## src/verilog/phy_mode_pkg.sv

```systemverilog
// constants, layouts and carriers for the power and mode configuration registers
// Overview of operation
// RULE1: while sleep mode is on and the pulse enable bit 15 is set, a single link pulse goes out every interval, else none.
// RULE2: the transmit interval code reads 00 as one second, 01 as 768 ms, 10 as 512 ms and 11 as 256 ms.
// RULE3: in sleep with single-pulse wake (bit 12) set, one received link pulse wakes the device.
// RULE4: with single-pulse wake clear, two received pulses within the window of bits 11:10 (64, 256, 512 ms, one second) wake it.
// RULE5: bit 2 enables green ethernet operation when set and disables it when clear, resetting to zero.
// RULE6: in sleep with bit 1 set, the crossover time grows by 2976 ms, otherwise bit 1 adds nothing.
// RULE7: with auto crossover on and speed forced, bit 0 (reset one) adds 1984 ms to the crossover time; here it adds nothing while RULE6 applies.
// RULE8: mode bit 13 turns sleep mode on when one and off when zero, resetting to zero.
// RULE9: bit 9 echoes received packets back out, only in the reduced interface mode, even while isolated.
// RULE10: mode bit 6 picks the alternate interrupt system when one and the primary one when zero.
// RULE11: the read-only energy bit falls after 256 ms without line energy, is one after hardware reset and survives soft reset.
// RULE12: read-only bit 14 shows the interface kind, zero for full and one for reduced, reset from its strap.
// RULE13: bits 7:5 hold a writable three-bit transceiver mode taken from the mode straps at reset.
// RULE14: bits 4:0 hold a writable station address, loaded from the address strap, used for frame match and scrambler seed.
// RULE15: reserved read-only bits read as zero and ignore writes.
package phy_mode_pkg;
  localparam int CLK_PERIOD_NS = 10;
  localparam int MS_PERIOD_NS  = 1000000;
  localparam int MS_CYCLES     = MS_PERIOD_NS / CLK_PERIOD_NS;
  localparam int IVW           = 10;

  localparam logic [IVW-1:0] IV_1000_MS = 10'h3e8;
  localparam logic [IVW-1:0] IV_768_MS  = 10'h300;
  localparam logic [IVW-1:0] IV_512_MS  = 10'h200;
  localparam logic [IVW-1:0] IV_256_MS  = 10'h100;
  localparam logic [IVW-1:0] IV_64_MS   = 10'h040;
  localparam logic [IVW-1:0] ENERGY_TIMEOUT_MS = IV_256_MS;

  localparam logic [11:0] XOVER_SLEEP_MS  = 12'hba0;
  localparam logic [11:0] XOVER_MANUAL_MS = 12'h7c0;
  localparam logic [11:0] XOVER_NONE_MS   = 12'h000;

  localparam logic [4:0] ADDR_SLEEP_CFG = 5'h10;
  localparam logic [4:0] ADDR_MODE_CS   = 5'h11;
  localparam logic [4:0] ADDR_SPECIAL   = 5'h12;

  // sleep / pulse / green configuration
  localparam int B_TX_NLP_EN   = 15;
  localparam int F_TX_IV_HI    = 14;
  localparam int F_TX_IV_LO    = 13;
  localparam int B_SINGLE_WAKE = 12;
  localparam int F_RX_IV_HI    = 11;
  localparam int F_RX_IV_LO    = 10;
  localparam int B_GREEN       = 2;
  localparam int B_XOVER_SLEEP = 1;
  localparam int B_XOVER_MAN   = 0;
  // mode control / status
  localparam int B_SLEEP_EN    = 13;
  localparam int B_ECHO        = 9;
  localparam int B_ALT_IRQ     = 6;
  localparam int B_ENERGY      = 1;
  localparam int B_MODE_SPARE  = 0;
  // special modes
  localparam int B_IF_KIND     = 14;
  localparam int F_MODE_HI     = 7;
  localparam int F_MODE_LO     = 5;
  localparam int F_ADDR_HI     = 4;
  localparam int F_ADDR_LO     = 0;

  localparam logic       RST_XOVER_MAN  = 1'b1;
  localparam logic       RST_ENERGY     = 1'b1;
  localparam logic [1:0] STRAP_SETTLE   = 2'h2;

  typedef struct packed {
    logic [4:0]  addr;
    logic        wr;
    logic        rd;
    logic [15:0] wdata;
  } reg_req_t;

  typedef struct packed {
    logic       sleep_mode_enable;
    logic       green_ethernet_enable;
    logic       remote_echo_enable;
    logic       alternate_irq_select;
    logic       interface_kind;
    logic [2:0] xcvr_mode;
    logic [4:0] station_address;
  } ctrl_t;
endpackage

```

## src/verilog/ms_interval_timer.sv

```systemverilog
// millisecond interval timer that pulses once per elapsed interval
`timescale 1ns/1ps
module ms_interval_timer #(
  parameter int W = 10
) (
  input  wire logic         clock,
  input  wire logic         rstn,
  input  wire logic         tick,
  input  wire logic         run,
  input  wire logic [W-1:0] limit,
  output logic              expired
);
  logic [W-1:0] cnt_r;

  initial begin
    if (W < 2) $error("timer width too small");
  end

  // dropping run restarts the interval, so a fresh window always starts at zero
  always_ff @(posedge clock or negedge rstn) begin
    if (!rstn) begin
      cnt_r   <= '0;
      expired <= 1'b0;
    end else if (!run) begin
      cnt_r   <= '0;
      expired <= 1'b0;
    end else if (tick) begin
      if (cnt_r >= limit - W'(1)) begin
        cnt_r   <= '0;
        expired <= 1'b1;
      end else begin
        cnt_r   <= cnt_r + W'(1);
        expired <= 1'b0;
      end
    end else begin
      expired <= 1'b0;
    end
  end
endmodule

```

## src/verilog/phy_power_mode_config_regs.sv

```systemverilog
// power, mode and sleep-pulse configuration registers with their small engines
`timescale 1ns/1ps
module phy_power_mode_config_regs #(
  parameter int MS_CYCLES = phy_mode_pkg::MS_CYCLES
) (
  input  wire logic                   clock,
  input  wire logic                   rstn,
  input  wire logic                   soft_reset,
  input  wire phy_mode_pkg::reg_req_t req,
  output logic [15:0]                 rdata,
  output logic                        rvalid,
  input  wire logic                   energy_pin,
  input  wire logic                   rx_nlp,
  input  wire logic                   auto_mdix_en,
  input  wire logic                   speed_forced,
  input  wire logic                   reduced_interface_strap,
  input  wire logic [2:0]             mode_strap,
  input  wire logic [4:0]             address_strap,
  output phy_mode_pkg::ctrl_t         ctrl,
  output logic                        tx_nlp,
  output logic                        sleep_wake,
  output logic [11:0]                 xover_extend_ms
);
  localparam int TW = phy_mode_pkg::IVW;

  initial begin
    if (MS_CYCLES < 2) $error("millisecond divider too short");
  end

  // storage
  logic [15:0] cfg_r;
  logic        sleep_en_r;
  logic        echo_r;
  logic        alt_irq_r;
  logic        spare_r;
  logic        energy_r;
  logic        if_kind_r;
  logic [2:0]  mode_r;
  logic [4:0]  addr_r;
  logic        armed_r;
  logic [31:0] div_r;
  logic        tick_r;
  logic [1:0]  strap_cnt_r;
  logic [8:0]  strap_s1_r;
  logic [8:0]  strap_s2_r;
  logic        energy_s1_r;
  logic        energy_s2_r;
  logic [TW-1:0] tx_iv;
  logic [TW-1:0] rx_iv;
  logic        rx_expired;
  logic        energy_expired;
  logic        wr_cfg;
  logic        wr_mode;
  logic        wr_spec;

  assign wr_cfg  = req.wr && (req.addr == phy_mode_pkg::ADDR_SLEEP_CFG);
  assign wr_mode = req.wr && (req.addr == phy_mode_pkg::ADDR_MODE_CS);
  assign wr_spec = req.wr && (req.addr == phy_mode_pkg::ADDR_SPECIAL);

  // pin synchronisers
  always_ff @(posedge clock or negedge rstn) begin
    if (!rstn) begin
      strap_s1_r  <= '0;
      strap_s2_r  <= '0;
      energy_s1_r <= 1'b0;
      energy_s2_r <= 1'b0;
    end else begin
      strap_s1_r  <= {reduced_interface_strap, mode_strap, address_strap};
      strap_s2_r  <= strap_s1_r;
      energy_s1_r <= energy_pin;
      energy_s2_r <= energy_s1_r;
    end
  end

  // millisecond enable; shared by all timers to keep their counters small
  always_ff @(posedge clock or negedge rstn) begin
    if (!rstn) begin
      div_r  <= '0;
      tick_r <= 1'b0;
    end else if (div_r >= 32'(MS_CYCLES - 1)) begin
      div_r  <= '0;
      tick_r <= 1'b1;
    end else begin
      div_r  <= div_r + 32'h1;
      tick_r <= 1'b0;
    end
  end

  // soft-reset-immune configuration word; reserved bits never store
  always_ff @(posedge clock or negedge rstn) begin
    if (!rstn) begin
      cfg_r <= '0;
      cfg_r[phy_mode_pkg::B_XOVER_MAN] <= phy_mode_pkg::RST_XOVER_MAN;
    end else if (wr_cfg) begin
      cfg_r[15:10] <= req.wdata[15:10];
      cfg_r[2:0]   <= req.wdata[2:0]; // RULE5
    end
  end

  // mode control bits are cleared by soft reset
  always_ff @(posedge clock or negedge rstn) begin
    if (!rstn) begin
      sleep_en_r <= 1'b0;
      echo_r     <= 1'b0;
      alt_irq_r  <= 1'b0;
      spare_r    <= 1'b0;
    end else if (soft_reset) begin
      sleep_en_r <= 1'b0;
      echo_r     <= 1'b0;
      alt_irq_r  <= 1'b0;
      spare_r    <= 1'b0;
    end else if (wr_mode) begin
      sleep_en_r <= req.wdata[phy_mode_pkg::B_SLEEP_EN]; // RULE8
      echo_r     <= req.wdata[phy_mode_pkg::B_ECHO];
      alt_irq_r  <= req.wdata[phy_mode_pkg::B_ALT_IRQ]; // RULE10
      spare_r    <= req.wdata[phy_mode_pkg::B_MODE_SPARE];
    end
  end

  // energy status: presence sets, 256 ms of silence clears, soft reset ignored
  always_ff @(posedge clock or negedge rstn) begin
    if (!rstn) begin
      energy_r <= phy_mode_pkg::RST_ENERGY;
    end else if (energy_s2_r) begin
      energy_r <= 1'b1; // RULE11
    end else if (energy_expired) begin
      energy_r <= 1'b0; // RULE11
    end
  end

  // straps are caught once the synchronisers have settled after release
  always_ff @(posedge clock or negedge rstn) begin
    if (!rstn) begin
      strap_cnt_r <= '0;
      if_kind_r   <= 1'b0;
      mode_r      <= '0;
      addr_r      <= '0;
    end else if (strap_cnt_r != 2'h3) begin
      strap_cnt_r <= strap_cnt_r + 2'h1;
      if (strap_cnt_r == phy_mode_pkg::STRAP_SETTLE) begin
        if_kind_r <= strap_s2_r[8]; // RULE12
        mode_r    <= strap_s2_r[7:5]; // RULE13
        addr_r    <= strap_s2_r[4:0]; // RULE14
      end
    end else if (wr_spec) begin
      mode_r <= req.wdata[phy_mode_pkg::F_MODE_HI:phy_mode_pkg::F_MODE_LO]; // RULE13
      addr_r <= req.wdata[phy_mode_pkg::F_ADDR_HI:phy_mode_pkg::F_ADDR_LO]; // RULE14
    end
  end

  // read port: one cycle latency, reserved and unmapped bits read zero
  always_ff @(posedge clock or negedge rstn) begin
    if (!rstn) begin
      rdata  <= '0;
      rvalid <= 1'b0;
    end else begin
      rvalid <= req.rd;
      rdata  <= '0;
      if (req.rd) begin
        case (req.addr)
          phy_mode_pkg::ADDR_SLEEP_CFG: begin
            rdata <= {cfg_r[15:10], 7'h00, cfg_r[2:0]}; // RULE15
          end
          phy_mode_pkg::ADDR_MODE_CS: begin
            rdata <= {2'h0, sleep_en_r, 3'h0, echo_r, 2'h0, alt_irq_r, 4'h0,
                      energy_r, spare_r}; // RULE15
          end
          phy_mode_pkg::ADDR_SPECIAL: begin
            rdata <= {1'b0, if_kind_r, 6'h00, mode_r, addr_r}; // RULE15
          end
          default: begin
            rdata <= '0;
          end
        endcase
      end
    end
  end

  // interval decoding
  always_comb begin
    case (cfg_r[phy_mode_pkg::F_TX_IV_HI:phy_mode_pkg::F_TX_IV_LO])
      2'h0:    tx_iv = phy_mode_pkg::IV_1000_MS; // RULE2
      2'h1:    tx_iv = phy_mode_pkg::IV_768_MS;
      2'h2:    tx_iv = phy_mode_pkg::IV_512_MS;
      default: tx_iv = phy_mode_pkg::IV_256_MS;
    endcase
    case (cfg_r[phy_mode_pkg::F_RX_IV_HI:phy_mode_pkg::F_RX_IV_LO])
      2'h0:    rx_iv = phy_mode_pkg::IV_64_MS; // RULE4
      2'h1:    rx_iv = phy_mode_pkg::IV_256_MS;
      2'h2:    rx_iv = phy_mode_pkg::IV_512_MS;
      default: rx_iv = phy_mode_pkg::IV_1000_MS;
    endcase
  end

  // single link pulse per interval while asleep
  ms_interval_timer #(.W(TW)) u_tx_timer (
    .clock   (clock),
    .rstn    (rstn),
    .tick    (tick_r),
    .run     (sleep_en_r && cfg_r[phy_mode_pkg::B_TX_NLP_EN]), // RULE1
    .limit   (tx_iv),
    .expired (tx_nlp)
  );

  ms_interval_timer #(.W(TW)) u_rx_window (
    .clock   (clock),
    .rstn    (rstn),
    .tick    (tick_r),
    .run     (armed_r),
    .limit   (rx_iv),
    .expired (rx_expired)
  );

  ms_interval_timer #(.W(TW)) u_energy_timer (
    .clock   (clock),
    .rstn    (rstn),
    .tick    (tick_r),
    .run     (!energy_s2_r),
    .limit   (phy_mode_pkg::ENERGY_TIMEOUT_MS),
    .expired (energy_expired)
  );

  // wake detection; a pulse in the window's last cycle still counts
  always_ff @(posedge clock or negedge rstn) begin
    if (!rstn) begin
      armed_r    <= 1'b0;
      sleep_wake <= 1'b0;
    end else begin
      sleep_wake <= 1'b0;
      if (!sleep_en_r) begin
        armed_r <= 1'b0;
      end else if (rx_nlp) begin
        if (cfg_r[phy_mode_pkg::B_SINGLE_WAKE]) begin
          sleep_wake <= 1'b1; // RULE3
        end else if (armed_r) begin
          sleep_wake <= 1'b1; // RULE4
          armed_r    <= 1'b0;
        end else begin
          armed_r <= 1'b1;
        end
      end else if (rx_expired) begin
        armed_r <= 1'b0;
      end
    end
  end

  // registered controls; echo honours isolate by not looking at it
  always_ff @(posedge clock or negedge rstn) begin
    if (!rstn) begin
      ctrl            <= '0;
      xover_extend_ms <= phy_mode_pkg::XOVER_NONE_MS;
    end else begin
      ctrl.sleep_mode_enable     <= sleep_en_r;
      ctrl.green_ethernet_enable <= cfg_r[phy_mode_pkg::B_GREEN]; // RULE5
      ctrl.remote_echo_enable    <= echo_r && if_kind_r; // RULE9
      ctrl.alternate_irq_select  <= alt_irq_r;
      ctrl.interface_kind        <= if_kind_r;
      ctrl.xcvr_mode             <= mode_r;
      ctrl.station_address       <= addr_r;
      if (sleep_en_r && cfg_r[phy_mode_pkg::B_XOVER_SLEEP]) begin
        xover_extend_ms <= phy_mode_pkg::XOVER_SLEEP_MS; // RULE6
      end else if (auto_mdix_en && speed_forced && cfg_r[phy_mode_pkg::B_XOVER_MAN]) begin
        xover_extend_ms <= phy_mode_pkg::XOVER_MANUAL_MS; // RULE7
      end else begin
        xover_extend_ms <= phy_mode_pkg::XOVER_NONE_MS;
      end
    end
  end

  a_tx_pulse_gate: assert property (@(posedge clock) disable iff (!rstn) // RULE1
    tx_nlp |-> $past(sleep_en_r && cfg_r[phy_mode_pkg::B_TX_NLP_EN], 2))
    else $error("link pulse sent outside enabled sleep");
  a_tx_off_quiet: assert property (@(posedge clock) disable iff (!rstn) // RULE1
    (!sleep_en_r) [*3] |-> !tx_nlp)
    else $error("link pulse while sleep off");
  a_single_wake: assert property (@(posedge clock) disable iff (!rstn) // RULE3
    (rx_nlp && sleep_en_r && cfg_r[phy_mode_pkg::B_SINGLE_WAKE]) |=> sleep_wake)
    else $error("single pulse did not wake");
  a_double_wake: assert property (@(posedge clock) disable iff (!rstn) // RULE4
    (rx_nlp && sleep_en_r && !cfg_r[phy_mode_pkg::B_SINGLE_WAKE] && !armed_r) |=> !sleep_wake)
    else $error("first of two pulses woke");
  a_green_follow: assert property (@(posedge clock) disable iff (!rstn) // RULE5
    (wr_cfg && !soft_reset) |=> ##1 ctrl.green_ethernet_enable == $past(req.wdata[phy_mode_pkg::B_GREEN], 2))
    else $error("green enable did not follow write");
  a_xover_sleep: assert property (@(posedge clock) disable iff (!rstn) // RULE6
    (sleep_en_r && cfg_r[phy_mode_pkg::B_XOVER_SLEEP]) |=> xover_extend_ms == phy_mode_pkg::XOVER_SLEEP_MS)
    else $error("sleep crossover extension wrong");
  a_xover_manual: assert property (@(posedge clock) disable iff (!rstn) // RULE7
    (!sleep_en_r && auto_mdix_en && speed_forced && cfg_r[phy_mode_pkg::B_XOVER_MAN])
      |=> xover_extend_ms == phy_mode_pkg::XOVER_MANUAL_MS)
    else $error("manual crossover extension wrong");
  a_sleep_write: assert property (@(posedge clock) disable iff (!rstn) // RULE8
    (wr_mode && !soft_reset) |=> sleep_en_r == $past(req.wdata[phy_mode_pkg::B_SLEEP_EN]))
    else $error("sleep enable did not follow write");
  a_echo_reduced: assert property (@(posedge clock) disable iff (!rstn) // RULE9
    ctrl.remote_echo_enable |-> $past(if_kind_r && echo_r))
    else $error("echo enabled outside reduced mode");
  a_energy_hold: assert property (@(posedge clock) disable iff (!rstn) // RULE11
    (soft_reset && energy_r && !energy_expired) |=> energy_r)
    else $error("soft reset disturbed energy bit");
  a_reserved_zero: assert property (@(posedge clock) disable iff (!rstn) // RULE15
    (req.rd && req.addr == phy_mode_pkg::ADDR_SLEEP_CFG) |=> rdata[9:3] == 7'h00)
    else $error("reserved bits read nonzero");
endmodule

```

## config.mk

```make
export PLATFORM = sky130hd
export DESIGN_NAME = phy_power_mode_config_regs
export DESIGN_NICKNAME = d
export VERILOG_FILES = /design/src/verilog/phy_mode_pkg.sv /design/src/verilog/ms_interval_timer.sv /design/src/verilog/phy_power_mode_config_regs.sv
export SDC_FILE = /design/constraint.sdc
export NUM_CORES = 1
export LEC_CHECK = 0
export BUFFER_PORTS_ARGS = -buffer_cell sky130_fd_sc_hd__buf_2
export CELL_PAD_IN_SITES_DETAIL_PLACEMENT = 1
export CELL_PAD_IN_SITES_GLOBAL_PLACEMENT = 1
export CORE_ASPECT_RATIO = 1.4
export CORE_UTILIZATION = 40
export CTS_CLUSTER_DIAMETER = 40
export CTS_CLUSTER_SIZE = 28
export DETAILED_ROUTE_END_ITERATION = 16
export PLACE_DENSITY = 0.68
export REMOVE_ABC_BUFFERS = 1
export SLEW_MARGIN = 20
export SYNTH_ARGS = -nofsm -noshare
export SYNTH_HDL_FRONTEND = slang
export SYNTH_SLANG_ARGS = --single-unit
```

## constraint.sdc

```tcl
create_clock -name clock -period 3.03 [get_ports clock]
set_clock_uncertainty 0.2 [all_clocks]
set_input_delay 0.1515 -clock clock [delete_from_list [all_inputs] [get_ports clock]]
set_output_delay 0.1515 -clock clock [all_outputs]
set_load 0.02 [all_outputs]
```

**Word-level counts from Yosys, hierarchy flattened**

Cells that the tools add are included.

- Word-level logic and storage cells: 128
- Input port bits: 39
- Output and inout port bits: 44
- Flip-flop bits (word level): 155

- Reductions and logical operators: 17
- Multiplexer cells: 51
- Equal/unequal tests: 14
- Order comparisons: 4
- $add $sub $neg: 7

Operator list:

| operator | count |
|---|---|
| 2-to-1 mux 10 bit | 9 |
| one-hot mux 10 bit (3 select lines) | 2 |
| one-hot mux 16 bit (3 select lines) | 1 |
| adder 32 x 1 -> 32 bit (second input constant) | 1 |
| >= comparator 32 x 17 -> 1 bit (second input constant) | 1 |
| 2-to-1 mux 32 bit | 1 |
| adder 10 x 1 -> 10 bit (second input constant) | 3 |
| 2-to-1 mux 1 bit | 29 |
| >= comparator 10 bit | 2 |
| subtractor 10 x 1 -> 10 bit (second input constant) | 2 |
| 2-to-1 mux 16 bit | 1 |
| equality test 5 bit (second input constant) | 3 |
| 2-to-1 mux 5 bit | 3 |
| 2-to-1 mux 12 bit | 1 |
| 2-to-1 mux 11 bit | 1 |
| >= comparator 10 x 8 -> 1 bit (second input constant) | 1 |
| 2-to-1 mux 3 bit | 3 |
| logical AND 1 bit | 8 |
| nonzero test 2 bit | 4 |
| equality test 2 bit (second input constant) | 3 |
| AND reduction 2 bit | 3 |
| equality test 2 x 1 -> 1 bit (second input constant) | 2 |
| logical NOT 2 bit | 2 |
| != test 2 x 1 -> 1 bit (second input constant) | 2 |
| 4 further kinds | 5 |

**Logic depth before layout (Yosys ltp)**

Gate-level depths: netlist of run 1.

- Depth in word-level cells: 7
- Gate-level depth with buffers: 8
- Mapped depth without buffers: 7

**Hierarchy**

A second synthesis of run 1 with hierarchy kept.

- Cell total of the unflattened synthesis: 683
- Area, all modules: 7238.2 um^2

Modules (own cells, without submodules):

| module | instances | seq. area each (um^2) | cells each | area each (um^2) |
|---|---|---|---|---|
| phy_power_mode_config_regs | 1 | 2805.2 | 329 | 4171.5 |
| ms_interval_timer | 3 | 275.3 | 118 | 1022.2 |

**Worst setup path after synthesis of run 1**

OpenSTA, ideal clock, no wires.

- Kind: reg2reg
- From: reg cfg_r[11]
- To: reg u_rx_window.cnt_r[5]
- Setup time: 0.082 ns
- Cell stages (with the launch flop): 8
- Arrival: 1.955 ns
- Buffers on the path: 1
- Data required time: 2.748 ns
- Period minus slack after synthesis: 2.237 ns
- Setup slack: 0.793 ns
- Cells stage by stage: dfrtp_1 nor2_1 ha_1 a2111o_1 o31ai_2 buf_4 o21ai_0 a31oi_1

- Cells in the longest elaborated chain, start to end: 7
- Elaborated cells between the ends (all ways): 9
- Classes of those cells: 1 x add/sub; 1 x order compare; 2 x eq/ne; 4 x mux; 1 x reduce/logical

Ends and longest elaborated chain:

| item | RTL line | source |
|---|---|---|
| start: declaration | phy_power_mode_config_regs.sv:31 | `logic [15:0] cfg_r;` |
| start signal: indexed assignment | phy_power_mode_config_regs.sv:93 | `cfg_r[phy_mode_pkg::B_XOVER_MAN] <= phy_mode_pkg::RST_XOVER_MAN;` |
| start signal: assignment | phy_power_mode_config_regs.sv:95 | `cfg_r[15:10] <= req.wdata[15:10];` |
| equality test 2 bit (tied with other cells) | phy_power_mode_config_regs.sv:187 | `case (cfg_r[phy_mode_pkg::F_RX_IV_HI:phy_mode_pkg::F_RX_IV_LO])` |
| one-hot mux 10 bit (3 select lines) * | phy_power_mode_config_regs.sv:187 |  |
| subtractor 10 x 1 -> 10 bit * | ms_interval_timer.sv:28 | `if (cnt_r >= limit - W'(1)) begin` |
| >= comparator 10 bit * | ms_interval_timer.sv:28 |  |
| 2-to-1 mux 10 bit * | ms_interval_timer.sv:28 |  |
| 2-to-1 mux 10 bit * | ms_interval_timer.sv:27 | `end else if (tick) begin` |
| 2-to-1 mux 10 bit * | ms_interval_timer.sv:24 | `end else if (!run) begin` |
| end signal: assignment | ms_interval_timer.sv:32 | `cnt_r <= cnt_r + W'(1);` |
| end: declaration | ms_interval_timer.sv:13 | `logic [W-1:0] cnt_r;` |

Mark *: on every way between the ends. The rest lies on a longest branch, timed or not. The select of a mux whose other input is x is not followed.
A chain may end at the register's enable or synchronous reset.

**Final worst setup path of run 1**

- From: in req[20] in the netlist's numbering
- To: reg rdata[1]

- Cells in the longest elaborated chain, start to end: 3
- Elaborated cells between the ends (all ways): 5
- Classes of those cells: 3 x eq/ne; 2 x mux

Ends and longest elaborated chain:

| item | RTL line | source |
|---|---|---|
| start: declaration | phy_power_mode_config_regs.sv:9 | `input wire phy_mode_pkg::reg_req_t req,` |
| equality test 5 bit | phy_power_mode_config_regs.sv:160 | `case (req.addr)` |
| one-hot mux 16 bit (3 select lines) * | phy_power_mode_config_regs.sv:160 |  |
| 2-to-1 mux 16 bit * | phy_power_mode_config_regs.sv:159 | `if (req.rd) begin` |
| end signal: assignment | phy_power_mode_config_regs.sv:162 | `rdata <= {cfg_r[15:10], 7'h00, cfg_r[2:0]};` |
| end signal: assignment | phy_power_mode_config_regs.sv:165 | `rdata <= {2'h0, sleep_en_r, 3'h0, echo_r, 2'h0, alt_irq_r, 4'h0,` |
| end signal: assignment | phy_power_mode_config_regs.sv:169 | `rdata <= {1'b0, if_kind_r, 6'h00, mode_r, addr_r};` |
| end: declaration | phy_power_mode_config_regs.sv:10 | `output logic [15:0] rdata,` |

Mark *: on every way between the ends. The rest lies on a longest branch, timed or not.

==> flow_summary.ini, run 1 <==
[cts]
hold_buffers = 42
cts_tree = done
clk_path_buf_depth = 2
cts.sinks = 145
numCtsBuffers = 17
post_cts_buffers = 0
clock_latency_ps = 430
cts_root_buf = clkbuf_16
ctsResizeCount = 0
cts_htree_levels = 4
path_clk_slew_ps = 60

[synthesis]
synth_top_area_cell = dfrtp_1
yosysMostFrequentCell = dfrtp_1
netlist_top_cells_count = dfrtp_1, nand2_1, nor2_1
synth.top_cell.area_share_pct = 61.0
synth-seq-cells = 145
yosysSeqAreaShare_pct = 61.9
synth_edf_count = 0
ys_async_sr_fraction_pct = 100
yosysWarnings = 0
synthCells = 505
ys_top_cells_by_area = dfrtp_1, nand2_1, ha_1, nor2_1, a21oi_1
syn_area_per_cell_um2 = 11.6
syn_area_um2 = 5860
ys.flop_type = dfrtp_1
synth_cell_types = 53

[route]
ant_nets = 0
drt_pass1_iterations = 10
detail_route.iter0.violations = 126
drc_errors = 1
dr_total_vias = 4304
drt-wirelength-per-cell_um = 16.5
wl_mm = 14.0
via_per_inst = 5.07

[final_layout]
diodes = 0
fillers = 1535
regArea_um2 = 3630
drive_above_1_share_pct = 20.9
nets = 698
area.growth.synth_to_final_pct = 27.7
multiInputGateArea_um2 = 2140
instances_no_fill = 849
final_cell_area_um2 = 7490

[grt]
antenna_found_initial = 0
overflow = 0
grt_max_degree = 74
grt_pass1_vias = 4841
grt_pass1_wl_mm = 23.7
grt.total_usage_pct = 20.3

[timing]
period_share_pct = 79.3
worst_pin_slew_ps = 849
timing.hold.ws_ps = -7.36
setup_violations = 0
relSlewSlack_pct = 43.4
clock.fmax_ghz = 0.416
fin_crit_ps = 2400
grt_setup_unrepaired = no
hold_viol_final = 3
final-max-slew-violation-count = 0
setup_tns_ps = 0

[pwr]
comb_power_share_pct = 7.5
p_int_uw = 3330
switchingPower_uw = 1130
power.share.switching_pct = 25.3
clkPwrFrac_pct = 45.0
peakVddDrop_v = 0.000393
p_seq_share_pct = 47.5
powerDensity_nw_per_um2 = 594
p_leak_uw = 0.00347

[die]
dieWidth_um = 104
io_pins = 83
dieArea_um2 = 15100
rows = 52
die_h_um = 145
core_um2 = 14400
start_util_pct = 40.8

[worst_setup_path]
cp-end-kind = register
critPathMaxStageDelay_ps = 700
crit_path_max_fanout = 5
arrival_ps = 2560
path_common_cell = dlygate4sd3_1
path_class = input pin to register
crit_chain = dlygate4sd3_1 > buf_2 > nor2_1 > dlygate4sd3_1 > nand3_1 > dlygate4sd3_1 > nor2_1
critPathSlowestCell = dlygate4sd3_1
cp_data_required_time_ps = 3190
startpoint_type = input pin

[hold_path]
min_path_type = input pin to asynchronous set/reset pin

[place]
place_area_um2 = 6500
port_buffers = 75
place_inst = 775
place.detailed.hpwl_mm = 8.87
gp_congestion = 0.770

[run_status]
outcome = finished, violations left
violations = DRC, hold timing

[flow_run]
drv_cap = 0
## routing by layer
metal	part of all wire, %	vias up	global-route usage (%)
met3	4.1	28	5.80
met4	2.6	0	9.00
li1	-	2033	-
met5	0	-	0
met2	53	92	36.0
met1	40	2151	22.3
## stage by stage
stage	util [%]	total power, uW	setup WS (ps)
6_report	52.1	4450	628
5_1_grt	52.1	4620	472
4_1_cts	52.1	4480	649
3_5_place_dp	45.2	2440	679
3_3_place_gp	45.2	2420	723
2_1_floorplan	-	2280	566
## layout by cell type (no fill, tap or decap), drive strengths merged, types with 3 or more instances in the layout
cell and instances:
inv 13, clkinvlp 3, clkinv 6, nand4 9, nand2 42, mux2i 13
buf 84, a31oi 14, and3 12, a21oi 27, xor2 13, clkbuf 19
nand2b 6, or2 7, dlygate4sd3 42, nor2b 3, conb 21, and2 6
nor4 5, nand3b 6, xnor2 9, ha 12, o211ai 3, nand3 24
nor3 26, dfrtp 143, mux2 9, or3 7, o21ai 7, a21boi 3
nor2 38
## critical path, delay by kind of cell
| kind | cells | cell delay [ps] |
|---|---|---|
| buf+inv | 4 | 1950 |
| simple gates | 3 | 460 |
## worst paths after layout
path | cells past startpoint | slack [ps] | start | endpoint
min reg2reg | 0 | 150 | strap_s1_r[5] | strap_s2_r[5]
min | 2 | -7 | rstn | u_rx_window.cnt_r[8]
max in group asynchronous | 3 | 1810 | rstn | cfg_r[0]
max reg2reg | 6 | 650 | u_tx_timer.cnt_r[0] | u_tx_timer.cnt_r[8]
max | 7 | 630 | req[20] | rdata[1]
min in group clock | 0 | 150 | strap_s1_r[5] | strap_s2_r[5]
## cell families (layout without fill, tap and decap cells)
family                     count (synthesis)  after routing  synth area share [%]
AOI/OAI and AO/OA                         70             70                  7.88
other                                      1             21                0.0640
and+or+nand+nor                          200            200                  17.4
muxes                                     22             22                  3.95
adders and majority gates                 12             12                  2.56
DFF                                      145            145                  61.9
xor gates and xnor gates                  22             22                  3.29
buffers and inverters                     33            168                  2.88
## sequential cells by signal (all words and copies together), names as in the netlist, 5 cells and up
signal and count:
div_r 32, cfg_r 9, ctrl 13, u_tx_timer.cnt_r 10, strap_s2_r 9, u_rx_window.cnt_r 10
u_energy_timer.cnt_r 10, addr_r 5, strap_s1_r 9, rdata 15
## area by class of cell
class                      instances  share of cell area (%)
timing repair buffer             126                    11.8
multi-input combinational        347                    28.5
clock inverter                    13                    1.74
sequential                       145                    48.5
tap                              189                    3.16
inverter                          10                   0.501
clock buffer                      19                    5.78
## power by group through the flow
| stage | combinational [uW] | sequential (uW) | clock [uW] |
|---|---|---|---|
| floorplan | 110 | 2170 | 0 |
| CTS | 333 | 2110 | 2040 |
| global route | 371 | 2130 | 2120 |
| detailed placement | 293 | 2150 | 0 |
| finish | 335 | 2110 | 2000 |
| global placement | 281 | 2140 | 0 |
No activity file was read; power rests on OpenSTA's default activity.
==> run 2, diff against run 1 <==
==> constraint.sdc (replaced) <==
create_clock -name clock -period 2.31 [get_ports clock]
set_clock_uncertainty 0.2 [all_clocks]
set_input_delay 0.1155 -clock clock [delete_from_list [all_inputs] [get_ports clock]]
set_output_delay 0.1155 -clock clock [all_outputs]
set_load 0.02 [all_outputs]
==> flow_summary.ini, run 2 (synthesized netlist as in run 1, its figures left out) <==
[final_layout]
top_regs = div_r: 32 flops, rdata: 15 flops, ctrl: 13 flops
fillers = 1570
nets = 718
diodes = 0
area.growth.synth_to_final_pct = 32.4
drive_above_1_share_pct = 24.9
final_util_pct = 54.0
layout_commonest_cell = dfrtp_1
layout_common_cells = dfrtp_1, buf_2, nand2_1, dlygate4sd3_1, nor2_1
largest_reg_flops = 32
top_register = div_r

[worst_setup_path]
cp_num_buf_inv = 2
cp-end-kind = register
startpoint_type = register
path_class = register to register
cp_data_required_time_ps = 2450
critPathSlowestCell = dfrtp_1
crit_path_max_fanout = 6
critical_path.top_delay_family = compound AO/OA/AOI/OAI gates
path_common_cell = buf_4
crit_chain = nor2_1 > ha_1 > a2111o_1 > o31ai_2 > buf_4 > buf_4 > a41oi_1 > a31oi_1
arrival_ps = 2440
critPathMaxStageDelay_ps = 440

[timing]
setup_violations = 0
hold_viol_final = 0
clock.fmax_ghz = 0.434
relSlewSlack_pct = 63.1
final-max-slew-violation-count = 0
fin_crit_ps = 2300
worst_pin_slew_ps = 549
period_share_pct = 99.7
final.setup.worst_slack_ps = 7.10
grt_setup_unrepaired = yes

[die]
die_h_um = 145
rows = 52
dieArea_um2 = 15100
start_util_pct = 40.8
io_pins = 83
dieWidth_um = 104
core_um2 = 14400

[pwr]
p_int_uw = 4490
clkPwrFrac_pct = 44.9
powerDensity_nw_per_um2 = 762
power.share.switching_pct = 24.0
comb_power_share_pct = 8.2
p_leak_uw = 0.00358
total_power_uw = 5910
peakVddDrop_v = 0.000488
p_seq_share_pct = 46.9
switchingPower_uw = 1420

[route]
detail_route.iter0.violations = 143
drc_errors = 0
ant_nets = 0
dr_total_vias = 4415
drt_pass1_iterations = 4
wl_met1_mm = 5.82
wl_mm = 13.9
top_layer_used = met4
wl_met3_um = 413
via_per_inst = 5.08
met2_length_mm = 7.41
drt-wirelength-per-cell_um = 16.0

[hold_path]
min_path_type = input pin to asynchronous set/reset pin

[grt]
grt_pass1_wl_mm = 22.8
grt.total_usage_pct = 19.3
antenna_found_initial = 0
overflow = 0
grt_pass1_vias = 4718
grt_max_degree = 54

[cts]
clock_latency_ps = 420
clk_path_buf_depth = 2
cts.sinks = 145
numCtsBuffers = 17
cts_tree = done
cts_htree_levels = 4
cts_root_buf = clkbuf_16
path_clk_slew_ps = 60

[flow_run]
drv_cap = 0

[place]
place.detailed.hpwl_mm = 9.15
preCtsSetupSlack_ps = 13.0
port_buffers = 75
gp_congestion = 0.784

[run_status]
outcome = finished, final reports clean
==> run 2: cell count changes in the layout (fill, tap and decap cells not counted), moves of 3 or more <==
cell,change
buf_4,+17
buf_6,+3
clkinv_4,-4
ha_1,-4
ha_4,+4
==> run 2: path summary, 6_finish.rpt <==
path / start / endpoint / slack (ps) / depth (start not counted)
setup / recovery: cfg_r[11] / u_rx_window.cnt_r[3] / 7 / 8
hold / removal: rstn / u_rx_window.cnt_r[8] / 30 / 2
setup reg to reg: cfg_r[11] / u_rx_window.cnt_r[3] / 7 / 8
hold reg to reg: energy_s1_r / energy_s2_r / 150 / 0
max in group asynchronous: rstn / energy_r / 1170 / 3
min in group clock: req[17] / cfg_r[13] / 130 / 4
==> run 2: area by class of cell <==
| type | count | area [um^2] | share of cell area (%) |
|---|---|---|---|
| sequential | 145 | 3630 | 46.8 |
| multi-input combinational | 347 | 2220 | 28.6 |
| timing repair buffer | 146 | 1060 | 13.7 |
| clock buffer | 20 | 437 | 5.63 |
| tap | 189 | 236 | 3.05 |
| clock inverter | 12 | 133 | 1.71 |
| inverter | 10 | 37.5 | 0.484 |
==> run 2: what timing repair did <==
| item | CTS | global route |
|---|---|---|
| setup buffers | 0 | 13 |
| gates resized for setup | 1 | 18 |
| hold endpoints to repair | 189 | 0 |
| hold buffers | 40 | 0 |
| endpoints found under the setup margin | 1 | 31 |
| pin swaps | 0 | 18 |
==> run 2: power by group through the flow <==
stage                     registers, uW  clock network [uW]  logic [uW]
final                              2770                2650         487
after global routing               2790                2810         535
after CTS                          2770                2700         440
after detailed placement           2820                   0         391
after global placement             2810                   0         375
after floorplan                    2840                   0         144
==> run 2: layer usage <==
| metal | up-vias | global-route usage (%) |
|---|---|---|
| met4 | 0 | 8.57 |
| met5 | - | 0 |
| met2 | 72 | 34.3 |
| met3 | 20 | 3.91 |
| met1 | 2245 | 22.1 |
| li1 | 2078 | - |
==> run 2: metrics by stage <==
step | area, um^2 | cells | TNS (ps) | hold slack [ps]
floorplan | 5810 | 502 | -621 | -380
global placement | 6580 | 784 | 0 | -82.9
detailed placement | 6580 | 784 | 0 | -77.8
CTS | 7550 | 856 | 0 | 45.3
global route | 7760 | 869 | -261 | 80.8
finish | 7760 | 869 | 0 | 27.6
==> run 3, diff against run 2 <==
--- a/config.mk
+++ b/config.mk
@@ -6,14 +6,12 @@
 export NUM_CORES = 1
 export LEC_CHECK = 0
 export BUFFER_PORTS_ARGS = -buffer_cell sky130_fd_sc_hd__buf_2
-export CELL_PAD_IN_SITES_DETAIL_PLACEMENT = 1
-export CELL_PAD_IN_SITES_GLOBAL_PLACEMENT = 1
 export CORE_ASPECT_RATIO = 1.4
 export CORE_UTILIZATION = 40
 export CTS_CLUSTER_DIAMETER = 40
 export CTS_CLUSTER_SIZE = 28
 export DETAILED_ROUTE_END_ITERATION = 16
-export PLACE_DENSITY = 0.68
+export PLACE_DENSITY = 0.56
 export REMOVE_ABC_BUFFERS = 1
 export SLEW_MARGIN = 20
 export SYNTH_ARGS = -nofsm -noshare
==> constraint.sdc (replaced) <==
create_clock -name clock -period 2.31 [get_ports clock]
set_clock_uncertainty 0.2 [all_clocks]
set_input_delay 0.1155 -clock clock [delete_from_list [all_inputs] [get_ports clock]]
set_output_delay 0.1155 -clock clock [all_outputs]
set_load 0.005 [all_outputs]
==> flow_summary.ini, run 3 (synthesized netlist as in run 1, its figures left out) <==
[cts]
cts_root_buf = clkbuf_16
clock_latency_ps = 420
cts.sinks = 145
path_clk_slew_ps = 60
clk_path_buf_depth = 2
cts_tree = done
cts_htree_levels = 4
numCtsBuffers = 17

[pwr]
powerDensity_nw_per_um2 = 761
peakVddDrop_v = 0.000367
p_leak_uw = 0.00355
total_power_uw = 5830

[timing]
worst_pin_slew_ps = 635
clock.fmax_ghz = 0.437
final-max-slew-violation-count = 0
hold_viol_final = 0
period_share_pct = 99.1
timing.hold.ws_ps = 5.41
final.setup.worst_slack_ps = 21.7
setup_violations = 0
relSlewSlack_pct = 57.7
fin_crit_ps = 2290
grt_setup_unrepaired = yes

[final_layout]
fillers = 1260
layout_common_cells = dfrtp_1, buf_2, nand2_1, dlygate4sd3_1, nor2_1
top_register = div_r
largest_reg_flops = 32
area.growth.synth_to_final_pct = 30.5
layout_commonest_cell = dfrtp_1
nets = 710
diodes = 0
drive_above_1_share_pct = 23.5
top_regs = div_r: 32 flops, rdata: 15 flops, ctrl: 13 flops

[worst_setup_path]
path_class = register to register
critPathMaxStageDelay_ps = 420
critical_path.top_delay_family = compound AO/OA/AOI/OAI gates
arrival_ps = 2420
cp_num_buf_inv = 1
critPathSlowestCell = dfrtp_1
cp_data_required_time_ps = 2450
crit_path_max_fanout = 7
cp-end-kind = register
startpoint_type = register
crit_chain = ha_4 > a211oi_4 > a2111oi_4 > a2111o_1 > buf_6 > or3_1 > a21oi_1

[grt]
antenna_found_initial = 0
grt_pass1_wl_mm = 20.4
grtUsageMet1_pct = 20.2
grt.total_usage_pct = 17.3
grtUsageMet3_pct = 5.21
grt_pass1_vias = 4172
grt_max_degree = 67
overflow = 0
grt.busiest_layer = met2
grt_use_met2_pct = 30.1

[flow_run]
drv_cap = 0

[hold_path]
min_path_type = input pin to register

[die]
start_util_pct = 40.8
rows = 52
dieWidth_um = 104
core_um2 = 14400
dieArea_um2 = 15100
io_pins = 83
die_h_um = 145

[place]
preCtsSetupSlack_ps = 9.75
port_buffers = 75
gp_congestion = 0.786
place.detailed.hpwl_mm = 8.13

[route]
detail_route.iter0.violations = 205
drc_errors = 0
drt_pass1_iterations = 4
wl_mm = 12.2
via_per_inst = 4.85
drt-wirelength-per-cell_um = 14.1
ant_nets = 0
dr_total_vias = 4176

[run_status]
outcome = finished, final reports clean
run 3: metrics by stage:
step	TNS, ps	cells	util [%]	area, um^2
6_report	0	861	53.2	7650
5_1_grt	-422	861	53.2	7650
4_1_cts	0	857	52.7	7580
3_5_place_dp	0	784	45.8	6580
3_3_place_gp	0	784	45.8	6580
2_1_floorplan	-621	502	-	5810
run 3: final cells by class:
cell class	instances	area (um^2)	area share, %
sequential	145	3630	47.5
multi-input combinational	347	2180	28.5
timing repair buffer	138	978	12.8
clock buffer	18	439	5.74
tap	189	236	3.09
clock inverter	14	146	1.91
inverter	10	37.5	0.491
run 3: final timing paths:
check / start / endpoint / slack, ps / depth (start not counted)
hold / removal: req[20] / rdata[0] / 5 / 5
setup / recovery: u_tx_timer.cnt_r[0] / u_tx_timer.cnt_r[7] / 20 / 7
setup reg to reg: u_tx_timer.cnt_r[0] / u_tx_timer.cnt_r[7] / 20 / 7
hold reg to reg: strap_s1_r[3] / strap_s2_r[3] / 150 / 0
min in group asynchronous: rstn / u_rx_window.cnt_r[8] / 40 / 2
max in group asynchronous: rstn / strap_s1_r[4] / 1200 / 3
run 3: power breakdown:
group	internal, uW	switching, uW	total, uW
logic	187	186	373
registers	2680	86.1	2770
clock network	1550	1130	2690
run 3: worst reg2reg max path: stages (launching register included):
cell	delay [ps]
dfrtp_1	420
ha_4	200
a211oi_4	290
a2111oi_4	80
a2111o_1	390
buf_6	150
or3_1	330
a21oi_1	150
run 3: timing repair:
item                                   in CTS  in global routing
pin swaps                                   1                 12
resized for setup                           0                 10
setup endpoints to repair                   2                 29
buffers inserted                            1                  4
gates cloned                                1                  0
endpoints found under the hold margin     186                  0
hold buffers                               39                  0
run 3: routing by layer:
layer  vias to the layer above  share of wire [%]
li1                       2056                  -
met1                      2034                 43
met2                        71                 52
met3                        15                3.5
met4                         0                1.4
met5                         -                  0
